**config.mk**
```make
export PLATFORM = sky130hd
export DESIGN_NAME = vbc_config_header
export DESIGN_NICKNAME = d
export VERILOG_FILES = /design/src/rtl/vbc_pkg.sv /design/src/rtl/vbc_err_if.sv /design/src/rtl/vbc_sticky_flag.sv /design/src/rtl/vbc_config_header.sv
export SDC_FILE = /design/constraint.sdc
export NUM_CORES = 1
export LEC_CHECK = 0
export ABC_AREA = 1
export BUFFER_PORTS_ARGS = -buffer_cell sky130_fd_sc_hd__buf_4
export CAP_MARGIN = 40
export CORE_MARGIN = 3
export CORE_UTILIZATION = 30
export DETAILED_ROUTE_END_ITERATION = 12
export RECOVER_POWER = 25
export SKIP_LAST_GASP = 1
export SYNTH_ARGS = -nofsm -noshare
export SYNTH_HDL_FRONTEND = slang
export SYNTH_SLANG_ARGS = --single-unit
export TNS_END_PERCENT = 100
```
**constraint.sdc**
```tcl
create_clock -name clk_sys -period 3.25 [get_ports clk_sys]
set_input_delay 0.975 -clock clk_sys [delete_from_list [all_inputs] [get_ports clk_sys]]
set_output_delay 0.975 -clock clk_sys [all_outputs]
set_load 0.005 [all_outputs]
```
**src/rtl/vbc_pkg.sv**
```systemverilog
package vbc_pkg;
	// ==========================================================
	// Register byte offsets in configuration space
	localparam logic [7:0] OFS_PRIMARY_STATUS = 8'h06;
	localparam logic [7:0] OFS_REVISION_NUMBER = 8'h08;
	localparam logic [7:0] OFS_BRIDGE_CATEGORY_CODE = 8'h0a;
	localparam logic [7:0] OFS_CLASS_CODE_BASE = 8'h0b;
	localparam logic [7:0] OFS_LATENCY_SCRATCHPAD = 8'h0d;
	localparam logic [7:0] OFS_HEADER_LAYOUT = 8'h0e;
	localparam logic [7:0] OFS_PRIMARY_BUS_NUMBER = 8'h18;
	localparam logic [7:0] OFS_SECONDARY_BUS_NUMBER = 8'h19;
	localparam logic [7:0] OFS_SUBORDINATE_BUS_NUMBER = 8'h1a;
	// ==========================================================
	// Primary status field positions
	localparam int BIT_PARITY_ERROR_DETECTED = 15;
	localparam int BIT_SYSTEM_ERROR_SIGNALED = 14;
	localparam int BIT_MASTER_ABORT_RECEIVED = 13;
	localparam int BIT_TARGET_ABORT_RECEIVED = 12;
	localparam int BIT_TARGET_ABORT_SIGNALED = 11;
	localparam int BIT_DATA_PARITY_FLAG = 8;
	localparam int BIT_BACK_TO_BACK_CAPABLE = 7;
	localparam int BIT_FAST_CLOCK_CAPABLE = 5;
	localparam logic [1:0] DECODE_SPEED_FAST = 2'h0;
	localparam logic [15:0] PRIMARY_STATUS_RESET = 16'h00a0;
	// ==========================================================
	// Fixed identification bytes and reset values
	localparam logic [7:0] BRIDGE_CATEGORY_VALUE = 8'h04;
	localparam logic [7:0] CLASS_BASE_VALUE = 8'h06;
	localparam logic [7:0] HEADER_LAYOUT_VALUE = 8'h01;
	localparam logic [7:0] PRIMARY_BUS_VALUE = 8'h00;
	localparam logic [7:0] BUS_NUMBER_RESET = 8'h00;
	localparam logic [4:0] SCRATCH_BITS_RESET = 5'h00;
endpackage : vbc_pkg

```
**src/rtl/vbc_err_if.sv**
```systemverilog
`timescale 1ns/100ps
`default_nettype none
interface vbc_err_if;
	logic message_sent;
	logic clear_req;
	logic flag;
	modport owner (input message_sent, input clear_req, output flag);
	modport user (output message_sent, output clear_req, input flag);
endinterface : vbc_err_if
`default_nettype wire

```
**src/rtl/vbc_sticky_flag.sv**
```systemverilog
`timescale 1ns/100ps
`default_nettype none
module vbc_sticky_flag (
	// Clock, reset, enable
	input wire logic clk_sys,
	input wire logic rst,
	input wire logic ce,
	// Event and clear
	vbc_err_if.owner err
);
	logic flag_reg;
	logic flag_next;

	// A message in the clear cycle keeps the flag set
	assign flag_next = err.message_sent | (flag_reg & ~err.clear_req);

	always_ff @(posedge clk_sys) begin
		if (rst)
			flag_reg <= 1'b0;
		else if (ce)
			flag_reg <= flag_next;
	end

	assign err.flag = flag_reg;

	property p_set_wins;
		@(posedge clk_sys) disable iff (rst)
		ce && err.message_sent |=> flag_reg;
	endproperty
	a_set_wins: assert property (p_set_wins)
		else $error("flag missed event");

	property p_clear_only;
		@(posedge clk_sys) disable iff (rst)
		ce && err.clear_req && !err.message_sent |=> !flag_reg;
	endproperty
	a_clear_only: assert property (p_clear_only)
		else $error("flag not cleared");
endmodule : vbc_sticky_flag
`default_nettype wire

```
**src/rtl/vbc_config_header.sv**
```systemverilog
`timescale 1ns/100ps
`default_nettype none
// Notes on behaviour
// - Parity bits 15 and 8 read zero
// - Bit 14 sets when error message sent
// - Error flag clears on write one only
// - Master abort bit 13 reads zero
// - Target abort bits 12, 11 read zero
// - Decode speed bits 10:9 read 00
// - Bit 7 back-to-back reads one
// - Bit 5 fast clock reads one
// - Revision mirrors main function revision
// - Category byte reads 04h
// - Class base byte reads 06h
// - Latency bits 7:3 scratchpad, 2:0 reserved
// - Header layout byte reads 01
// - Primary bus number fixed zero
// - Secondary bus number writable, resets 00h
// - Subordinate bus number writable byte
// - No message unless message enable set
module vbc_config_header (
	// Clock, reset, enable
	input wire logic clk_sys,
	input wire logic rst,
	input wire logic ce,
	// Configuration access, byte addressed, one byte per access
	input wire logic cfg_rd,
	input wire logic cfg_wr,
	input wire logic [7:0] cfg_addr,
	input wire logic [7:0] cfg_wdata,
	output logic [7:0] cfg_rdata,
	output logic cfg_hit,
	// Error side
	input wire logic [7:0] main_revision_number,
	input wire logic error_message_enable,
	input wire logic error_condition,
	output logic error_message,
	output logic system_error_signaled,
	// Bus steering
	output logic [7:0] secondary_bus_field,
	output logic [7:0] subordinate_field
);
	// ==========================================================
	// Storage
	logic [4:0] scratch_bits_reg;
	logic [7:0] secondary_bus_reg;
	logic [7:0] subordinate_reg;
	logic [7:0] rdata_reg;
	logic hit_reg;
	logic msg_reg;
	vbc_err_if err ();

	// ==========================================================
	// Decode
	wire wr_en = ce & cfg_wr;
	wire sel_sts_lo = cfg_addr == vbc_pkg::OFS_PRIMARY_STATUS;
	wire sel_sts_hi = cfg_addr == (vbc_pkg::OFS_PRIMARY_STATUS + 8'h01);
	wire sel_rev = cfg_addr == vbc_pkg::OFS_REVISION_NUMBER;
	wire sel_cat = cfg_addr == vbc_pkg::OFS_BRIDGE_CATEGORY_CODE;
	wire sel_cls = cfg_addr == vbc_pkg::OFS_CLASS_CODE_BASE;
	wire sel_lat = cfg_addr == vbc_pkg::OFS_LATENCY_SCRATCHPAD;
	wire sel_hdr = cfg_addr == vbc_pkg::OFS_HEADER_LAYOUT;
	wire sel_pbus = cfg_addr == vbc_pkg::OFS_PRIMARY_BUS_NUMBER;
	wire sel_sbus = cfg_addr == vbc_pkg::OFS_SECONDARY_BUS_NUMBER;
	wire sel_sub = cfg_addr == vbc_pkg::OFS_SUBORDINATE_BUS_NUMBER;
	wire any_sel = sel_sts_lo | sel_sts_hi | sel_rev | sel_cat | sel_cls | sel_lat
		| sel_hdr | sel_pbus | sel_sbus | sel_sub;

	// Only bit 14 of the high status byte has a write effect
	wire clear_req = wr_en & sel_sts_hi & cfg_wdata[vbc_pkg::BIT_SYSTEM_ERROR_SIGNALED - 8];

	// Message is gated by the command-register enable
	wire message_fire = error_condition & error_message_enable;

	assign err.message_sent = msg_reg;
	assign err.clear_req = clear_req;

	vbc_sticky_flag u_flag (
		.clk_sys(clk_sys),
		.rst(rst),
		.ce(ce),
		.err(err)
	);

	// ==========================================================
	// Assembled read values
	logic [15:0] status_word;
	always_comb begin
		status_word = 16'h0000;
		status_word[vbc_pkg::BIT_SYSTEM_ERROR_SIGNALED] = err.flag;
		status_word[10:9] = vbc_pkg::DECODE_SPEED_FAST;
		status_word[vbc_pkg::BIT_BACK_TO_BACK_CAPABLE] = 1'b1;
		status_word[vbc_pkg::BIT_FAST_CLOCK_CAPABLE] = 1'b1;
	end

	wire [7:0] lat_byte = {scratch_bits_reg, 3'h0};
	wire [7:0] read_mux =
		sel_sts_lo ? status_word[7:0] :
		sel_sts_hi ? status_word[15:8] :
		sel_rev ? main_revision_number :
		sel_cat ? vbc_pkg::BRIDGE_CATEGORY_VALUE :
		sel_cls ? vbc_pkg::CLASS_BASE_VALUE :
		sel_lat ? lat_byte :
		sel_hdr ? vbc_pkg::HEADER_LAYOUT_VALUE :
		sel_pbus ? vbc_pkg::PRIMARY_BUS_VALUE :
		sel_sbus ? secondary_bus_reg :
		sel_sub ? subordinate_reg :
		8'h00;

	// ==========================================================
	// Writable fields
	always_ff @(posedge clk_sys) begin
		if (rst) begin
			scratch_bits_reg <= vbc_pkg::SCRATCH_BITS_RESET;
			secondary_bus_reg <= vbc_pkg::BUS_NUMBER_RESET;
			subordinate_reg <= vbc_pkg::BUS_NUMBER_RESET;
		end else if (wr_en) begin
			if (sel_lat)
				scratch_bits_reg <= cfg_wdata[7:3];
			if (sel_sbus)
				secondary_bus_reg <= cfg_wdata;
			if (sel_sub)
				subordinate_reg <= cfg_wdata;
		end
	end

	// ==========================================================
	// Read port and registered outputs
	// Revision goes straight to the read flop, so the first read after reset mirrors it
	always_ff @(posedge clk_sys) begin
		if (rst) begin
			rdata_reg <= 8'h00;
			hit_reg <= 1'b0;
			msg_reg <= 1'b0;
		end else if (ce) begin
			rdata_reg <= cfg_rd ? read_mux : 8'h00;
			hit_reg <= (cfg_rd | cfg_wr) & any_sel;
			msg_reg <= message_fire;
		end
	end

	assign cfg_rdata = rdata_reg;
	assign cfg_hit = hit_reg;
	assign error_message = msg_reg;
	assign system_error_signaled = err.flag;
	assign secondary_bus_field = secondary_bus_reg;
	assign subordinate_field = subordinate_reg;

	// ==========================================================
	// Checks: message gating and the sticky flag
	// All checks run on the register clock and are quiet while reset is held
	property p_no_msg_disabled;
		@(posedge clk_sys) disable iff (rst)
		ce && !error_message_enable |=> !msg_reg;
	endproperty
	a_no_msg_disabled: assert property (p_no_msg_disabled)
		else $error("message while disabled");

	property p_msg_enabled;
		@(posedge clk_sys) disable iff (rst)
		ce && error_condition && error_message_enable |=> msg_reg;
	endproperty
	a_msg_enabled: assert property (p_msg_enabled)
		else $error("message missing");

	property p_msg_sets_flag;
		@(posedge clk_sys) disable iff (rst)
		ce && msg_reg |=> system_error_signaled;
	endproperty
	a_msg_sets_flag: assert property (p_msg_sets_flag)
		else $error("flag not set");

	property p_clear;
		@(posedge clk_sys) disable iff (rst)
		ce && clear_req && !msg_reg |=> !system_error_signaled;
	endproperty
	a_clear: assert property (p_clear)
		else $error("flag not cleared");

	property p_hold;
		@(posedge clk_sys) disable iff (rst)
		system_error_signaled && !clear_req |=> system_error_signaled;
	endproperty
	a_hold: assert property (p_hold)
		else $error("flag dropped");

	// Software may write the whole high byte; only a one in the flag bit may clear
	property p_write_zero;
		@(posedge clk_sys) disable iff (rst)
		wr_en && sel_sts_hi && !cfg_wdata[vbc_pkg::BIT_SYSTEM_ERROR_SIGNALED - 8] && !msg_reg
			|=> $stable(system_error_signaled);
	endproperty
	a_write_zero: assert property (p_write_zero)
		else $error("flag changed by a zero write");

	// ==========================================================
	// Checks: fixed and mirrored read bytes
	property p_sts_lo;
		@(posedge clk_sys) disable iff (rst)
		ce && cfg_rd && sel_sts_lo |=> cfg_rdata == 8'ha0;
	endproperty
	a_sts_lo: assert property (p_sts_lo)
		else $error("status low wrong");

	// Bit 6 of the high byte is the flag as it stood when the read was taken
	property p_sts_hi;
		@(posedge clk_sys) disable iff (rst)
		ce && cfg_rd && sel_sts_hi |=> cfg_rdata[7] == 1'b0 && cfg_rdata[5:0] == 6'h00
			&& cfg_rdata[6] == $past(system_error_signaled);
	endproperty
	a_sts_hi: assert property (p_sts_hi)
		else $error("status high wrong");

	property p_cat;
		@(posedge clk_sys) disable iff (rst)
		ce && cfg_rd && sel_cat |=> cfg_rdata == 8'h04;
	endproperty
	a_cat: assert property (p_cat)
		else $error("category byte wrong");

	property p_cls;
		@(posedge clk_sys) disable iff (rst)
		ce && cfg_rd && sel_cls |=> cfg_rdata == 8'h06;
	endproperty
	a_cls: assert property (p_cls)
		else $error("class byte wrong");

	property p_hdr;
		@(posedge clk_sys) disable iff (rst)
		ce && cfg_rd && sel_hdr |=> cfg_rdata == 8'h01;
	endproperty
	a_hdr: assert property (p_hdr)
		else $error("header layout byte wrong");

	property p_pbus;
		@(posedge clk_sys) disable iff (rst)
		ce && cfg_rd && sel_pbus |=> cfg_rdata == 8'h00;
	endproperty
	a_pbus: assert property (p_pbus)
		else $error("primary bus byte wrong");

	// No revision copy is kept here; a read shows the input as it stood
	property p_rev;
		@(posedge clk_sys) disable iff (rst)
		ce && cfg_rd && sel_rev |=> cfg_rdata == $past(main_revision_number);
	endproperty
	a_rev: assert property (p_rev)
		else $error("revision not mirrored");

	property p_lat_low;
		@(posedge clk_sys) disable iff (rst)
		ce && cfg_rd && sel_lat |=> cfg_rdata[2:0] == 3'h0;
	endproperty
	a_lat_low: assert property (p_lat_low)
		else $error("latency reserved bits set");

	property p_unmapped;
		@(posedge clk_sys) disable iff (rst)
		ce && (cfg_rd || cfg_wr) && !any_sel |=> !cfg_hit && cfg_rdata == 8'h00;
	endproperty
	a_unmapped: assert property (p_unmapped)
		else $error("unmapped offset answered");

	// ==========================================================
	// Checks: writable fields and the clock enable
	property p_sbus_write;
		@(posedge clk_sys) disable iff (rst)
		wr_en && sel_sbus |=> secondary_bus_field == $past(cfg_wdata);
	endproperty
	a_sbus_write: assert property (p_sbus_write)
		else $error("secondary bus not stored");

	property p_sub_write;
		@(posedge clk_sys) disable iff (rst)
		wr_en && sel_sub |=> subordinate_field == $past(cfg_wdata);
	endproperty
	a_sub_write: assert property (p_sub_write)
		else $error("subordinate bus not stored");

	property p_lat_write;
		@(posedge clk_sys) disable iff (rst)
		wr_en && sel_lat |=> scratch_bits_reg == $past(cfg_wdata[7:3]);
	endproperty
	a_lat_write: assert property (p_lat_write)
		else $error("scratch bits not stored");

	// A low enable must freeze the bus fields, the read data and the flag
	property p_freeze;
		@(posedge clk_sys) disable iff (rst)
		!ce |=> $stable(secondary_bus_field) && $stable(subordinate_field)
			&& $stable(cfg_rdata) && $stable(system_error_signaled);
	endproperty
	a_freeze: assert property (p_freeze)
		else $error("state moved while disabled");

	c_msg: cover property (@(posedge clk_sys) disable iff (rst) msg_reg ##1 system_error_signaled);
	c_clear: cover property (@(posedge clk_sys) disable iff (rst)
		system_error_signaled ##1 !system_error_signaled);
	c_race: cover property (@(posedge clk_sys) disable iff (rst) clear_req && msg_reg);
	c_sub: cover property (@(posedge clk_sys) disable iff (rst) wr_en && sel_sub);
	c_frozen_write: cover property (@(posedge clk_sys) disable iff (rst) !ce && cfg_wr);
endmodule : vbc_config_header
`default_nettype wire

```
---- Word level (Yosys, flattened, before mapping) ----
Cells that the tools add are included.
word-level totals
  register bits ........................... 32
  input bits .............................. 31
  output and inout port bits .............. 27
  word-level logic and storage cells ...... 49
cells by class
  bitwise operators ....................... 18
  reduce and logical (&&, ||, !) cells .... 3
  eq/ne operators ......................... 10
  mux-type cells .......................... 11
operator list
  kind                                                 number
  two-way mux 8 bit                                    11
  equality test 8 x 4 -> 1 bit, second input constant  5
  equality test 8 x 5 -> 1 bit, second input constant  3
  equality test 8 x 3 -> 1 bit, second input constant  2
  bitwise OR 1 bit                                     11
  AND 1 bit                                            6
  AND reduction 2 bit                                  3
  inverter 1 bit                                       1

---- Depth between registers and ports, before layout ----
  depth in word-level cells ............... 12
  depth in mapped cells ................... 10
  gate-level depth less buffers ........... 9

---- Modules after synthesis ----
A second synthesis with hierarchy kept.
unflattened totals
  cell total of the unflattened synthesis .. 236
  area, all modules ....................... 1655.3 um^2
modules (own cells, without submodules)
  module             cells an instance  sequential area each (um^2)  area an instance (um^2)  times used
  vbc_config_header  231                620.6                        1615.3                   1
  vbc_sticky_flag    5                  20.0                         40.0                     1

---- Least setup slack after synthesis ----
OpenSTA, ideal clock, no wires.
  path type ............................... input -> register
  start point ............................. in cfg_addr[7]
  end point ............................... reg scratch_bits_reg[2]
  path buffers ............................ 0
  arrival ................................. 1755 ps
  data required time ...................... 3131 ps
  library setup time ...................... 119 ps
  stages .................................. 8
  path slack .............................. 1376 ps
  cells stage by stage .................... inv_1 > nand2_4 > nor2_8 > nand2_2 > inv_2 > nand2_2 > o21ai_0 > a21oi_1
on the way
  cells in the longest elaborated chain, start to end .. 2
RTL lines
  element                        RTL line                  source
  start, declared                vbc_config_header.sv:29   input wire logic [7:0] cfg_addr,
  equality test 8 x 4 -> 1 bit   vbc_config_header.sv:61   wire sel_lat = cfg_addr == vbc_pkg::OFS_LATENCY_SCRATCHPAD;
  AND reduction 2 bit (no line)  n/a
  end signal, assigned           vbc_config_header.sv:114  scratch_bits_reg <= vbc_pkg::SCRATCH_BITS_RESET;
  end signal, assigned           vbc_config_header.sv:119  scratch_bits_reg <= cfg_wdata[7:3];
  end, declared                  vbc_config_header.sv:45   logic [4:0] scratch_bits_reg;
No other way between the ends.
A chain may end at the register's enable or synchronous reset.

==> impl_metrics.toml <==
[run_status]
outcome = "completed"

[place]
dp_hpwl_mm = 3.53
gp_congestion = 0.792
place.port_buffers = 57
place_area_sq_mm = 0.00214

[detailed_routing]
dr.max_layer_used = "met4"
wl_met1_mm = 2.10
dr.first_iter.drc_count = 73
via_per_inst = 4.77
num_vias = 1732
first_pass_iters = 4
detail-route-antenna-nets = 0
wl_per_cell_um = 12.6
wl_met3_um = 312
wl_mm = 4.59
met2_length_mm = 2.07
drc = 0

[floorplanning]
die_width_um = 80.8
rows = 26
ioPinCount = 58
fp.coreArea_sq_mm = 0.00527
start_util_pct = 31.8
die-area_sq_mm = 0.00653
die_h_um = 80.8

[global_routing]
antenna_found_initial = 0
grt_pass1_vias = 1621
grt_pass1_wl_mm = 7.46
gr-usage-all-layers_pct = 14.9
overflow = 0
grt_max_degree = 23

[cells_and_area]
finalNetCount = 326
drive_gt1_share_pct = 29.7
final_common_cell = "nand2_1"
design_area_sq_mm = 0.00220
areaGrowthSynthToFinish_pct = 30.9
final_core_util_pct = 41.7
n_fill_cell = 596
final_cell_mix = "nand2_1, buf_4, dfxtp_1, a21oi_1, nand3_1"
n_antenna_cell = 0

[clocking]
cts_buffer_depth = 2
clk_root_buffer_cell = "clkbuf_8"
cts_buffers = 5
cts_sinks = 32
post-cts-setup-buffer-count = 0
insertion_delay_ns = 0.28
tritoncts = "built"
clk_pin_slew_ns = 0.06
cts_resized = 0
htreeDepth = 2
hold_buffers = 0

[yosys]
synth_area_per_cell_sq_um = 7.05
synth_area_sq_mm = 0.00168
synth-edff-count = 0
ys.flop_type = "dfxtp_1"
synth_nets = 269
seq_area_frac_synth_pct = 38.2
synth_warnings = 0
synth.ff_latch_count = 32
syn_inst = 238
synth-async-reset-ratio_pct = 0
synth_cell_types = 26

[pwr]
p_sw_share_pct = 24.1
leakage_nw = 0.957
p_comb_share_pct = 10.8
power.internal_mw = 0.567
p_switching_mw = 0.180
power.density_mw_per_mm2 = 340
power.share.sequential_pct = 53.0
pwr-share-clk_pct = 36.2
peakVddDrop_mv = 0.204

[worst_hold_path]
whs_path_depth = 2
hold_path.class = "reg -> reg"

[timing]
fmax_mhz = 437
finalCriticalPeriod_ns = 2.29
tns_ns = 0
hold-worst-slack_ns = 0.461
finalHoldViolCount = 0
rsz0062_at_grt = "false"
finalMaxSlewViolations = 0
fin_skew_ns = 0.00332
relSlewSlack_pct = 28.6
worst_slew_pin_slew_ns = 1.07
finalSetupViolCount = 0
final.period_utilization_pct = 70.4

[critical_path]
r2r_cells = 6
endpoint_kind = "flop"
cp.required_ns = 3.42
crit_path_max_fanout = 22
critPathSlowestCell = "clkbuf_1"
critPathMaxStageDelay_ns = 0.77
path_class = "in -> reg"
crit_arrival_ns = 2.46
crit_path_cell_trace = "clkbuf_1, inv_1, o21ai_0, nor2_1"
critPathLaunchType = "input pin"

[flow_run]
max_cap_violations = 0
## final timing paths
| check | slack (ns) | endpoint | startpoint |
|---|---|---|---|
| setup reg to reg | 2.27 | cfg_rdata[7] | secondary_bus_field[7] |
| hold / removal | 0.46 | scratch_bits_reg[4] | scratch_bits_reg[4] |
| hold reg to reg | 0.46 | scratch_bits_reg[4] | scratch_bits_reg[4] |
| setup / recovery | 0.96 | error_message | rst |
## through the flow
step / total power, mW / instances / setup slack [ns]
3_5_place_dp: 0.486 / 358 / 1.05
6_report: 0.746 / 363 / 0.961
2_1_floorplan: 0.443 / 238 / 1.38
5_1_grt: 0.774 / 363 / 0.749
3_3_place_gp: 0.486 / 358 / 1.06
4_1_cts: 0.754 / 363 / 1.34
## power by group through the flow
stage | Sequential [mW] | Clock (mW) | Combinational [mW]
final | 0.395 | 0.270 | 0.0809
after global routing | 0.396 | 0.288 | 0.0900
after floorplan | 0.404 | 0 | 0.0390
after detailed placement | 0.404 | 0 | 0.0817
after global placement | 0.404 | 0 | 0.0817
after CTS | 0.395 | 0.276 | 0.0820
## cells in the mapped netlist, types with 2 or more instances
master    number  area, sq um
a21oi_1       30          150
a21oi_2        2         17.5
buf_2          2         10.0
clkbuf_1       2         7.51
dfxtp_1       32          641
inv_1         19         71.3
inv_2          5         18.8
nand2_1       60          225
nand2_2       10         62.6
nand2_4        2         22.5
nand3_1       26          130
nand4_1        4         25.0
nor2_1        13         48.8
nor2_4         2         22.5
nor2_8         2         40.0
o21ai_0       13         65.1
o21ai_1        5         25.0
## layer usage
metal | track usage [%] | up-vias
met4 | 5.91 | 0
met3 | 4.21 | 12
li1 | - | 889
met2 | 23.0 | 51
met5 | 0 | -
met1 | 19.5 | 780
## worst max-delay path: cells and delay by family
family	cells	cell delay (ns)
buffers and inverters	2	1.21
AO/OA/AOI/OAI	1	0.21
AND/OR/NAND/NOR	1	0.05
## layout make-up
type	count	area [sq um]	share of cell area (%)
sequential	32	641	29.2
inverter	26	103	4.67
timing repair buffer	57	420	19.1
multi-input combinational	173	877	39.9
clock buffer	5	68.8	3.13
tap	70	87.6	3.99
## logic make-up (layout without fill, tap and decap cells)
family          after synthesis  count (layout)  synth area share (%)
buf+inv                      33              88                  9.55
flops                        32              32                  38.2
simple gates                122             122                  36.2
compound gates               51              51                  16.1
Power figures use the tool's default switching activity.
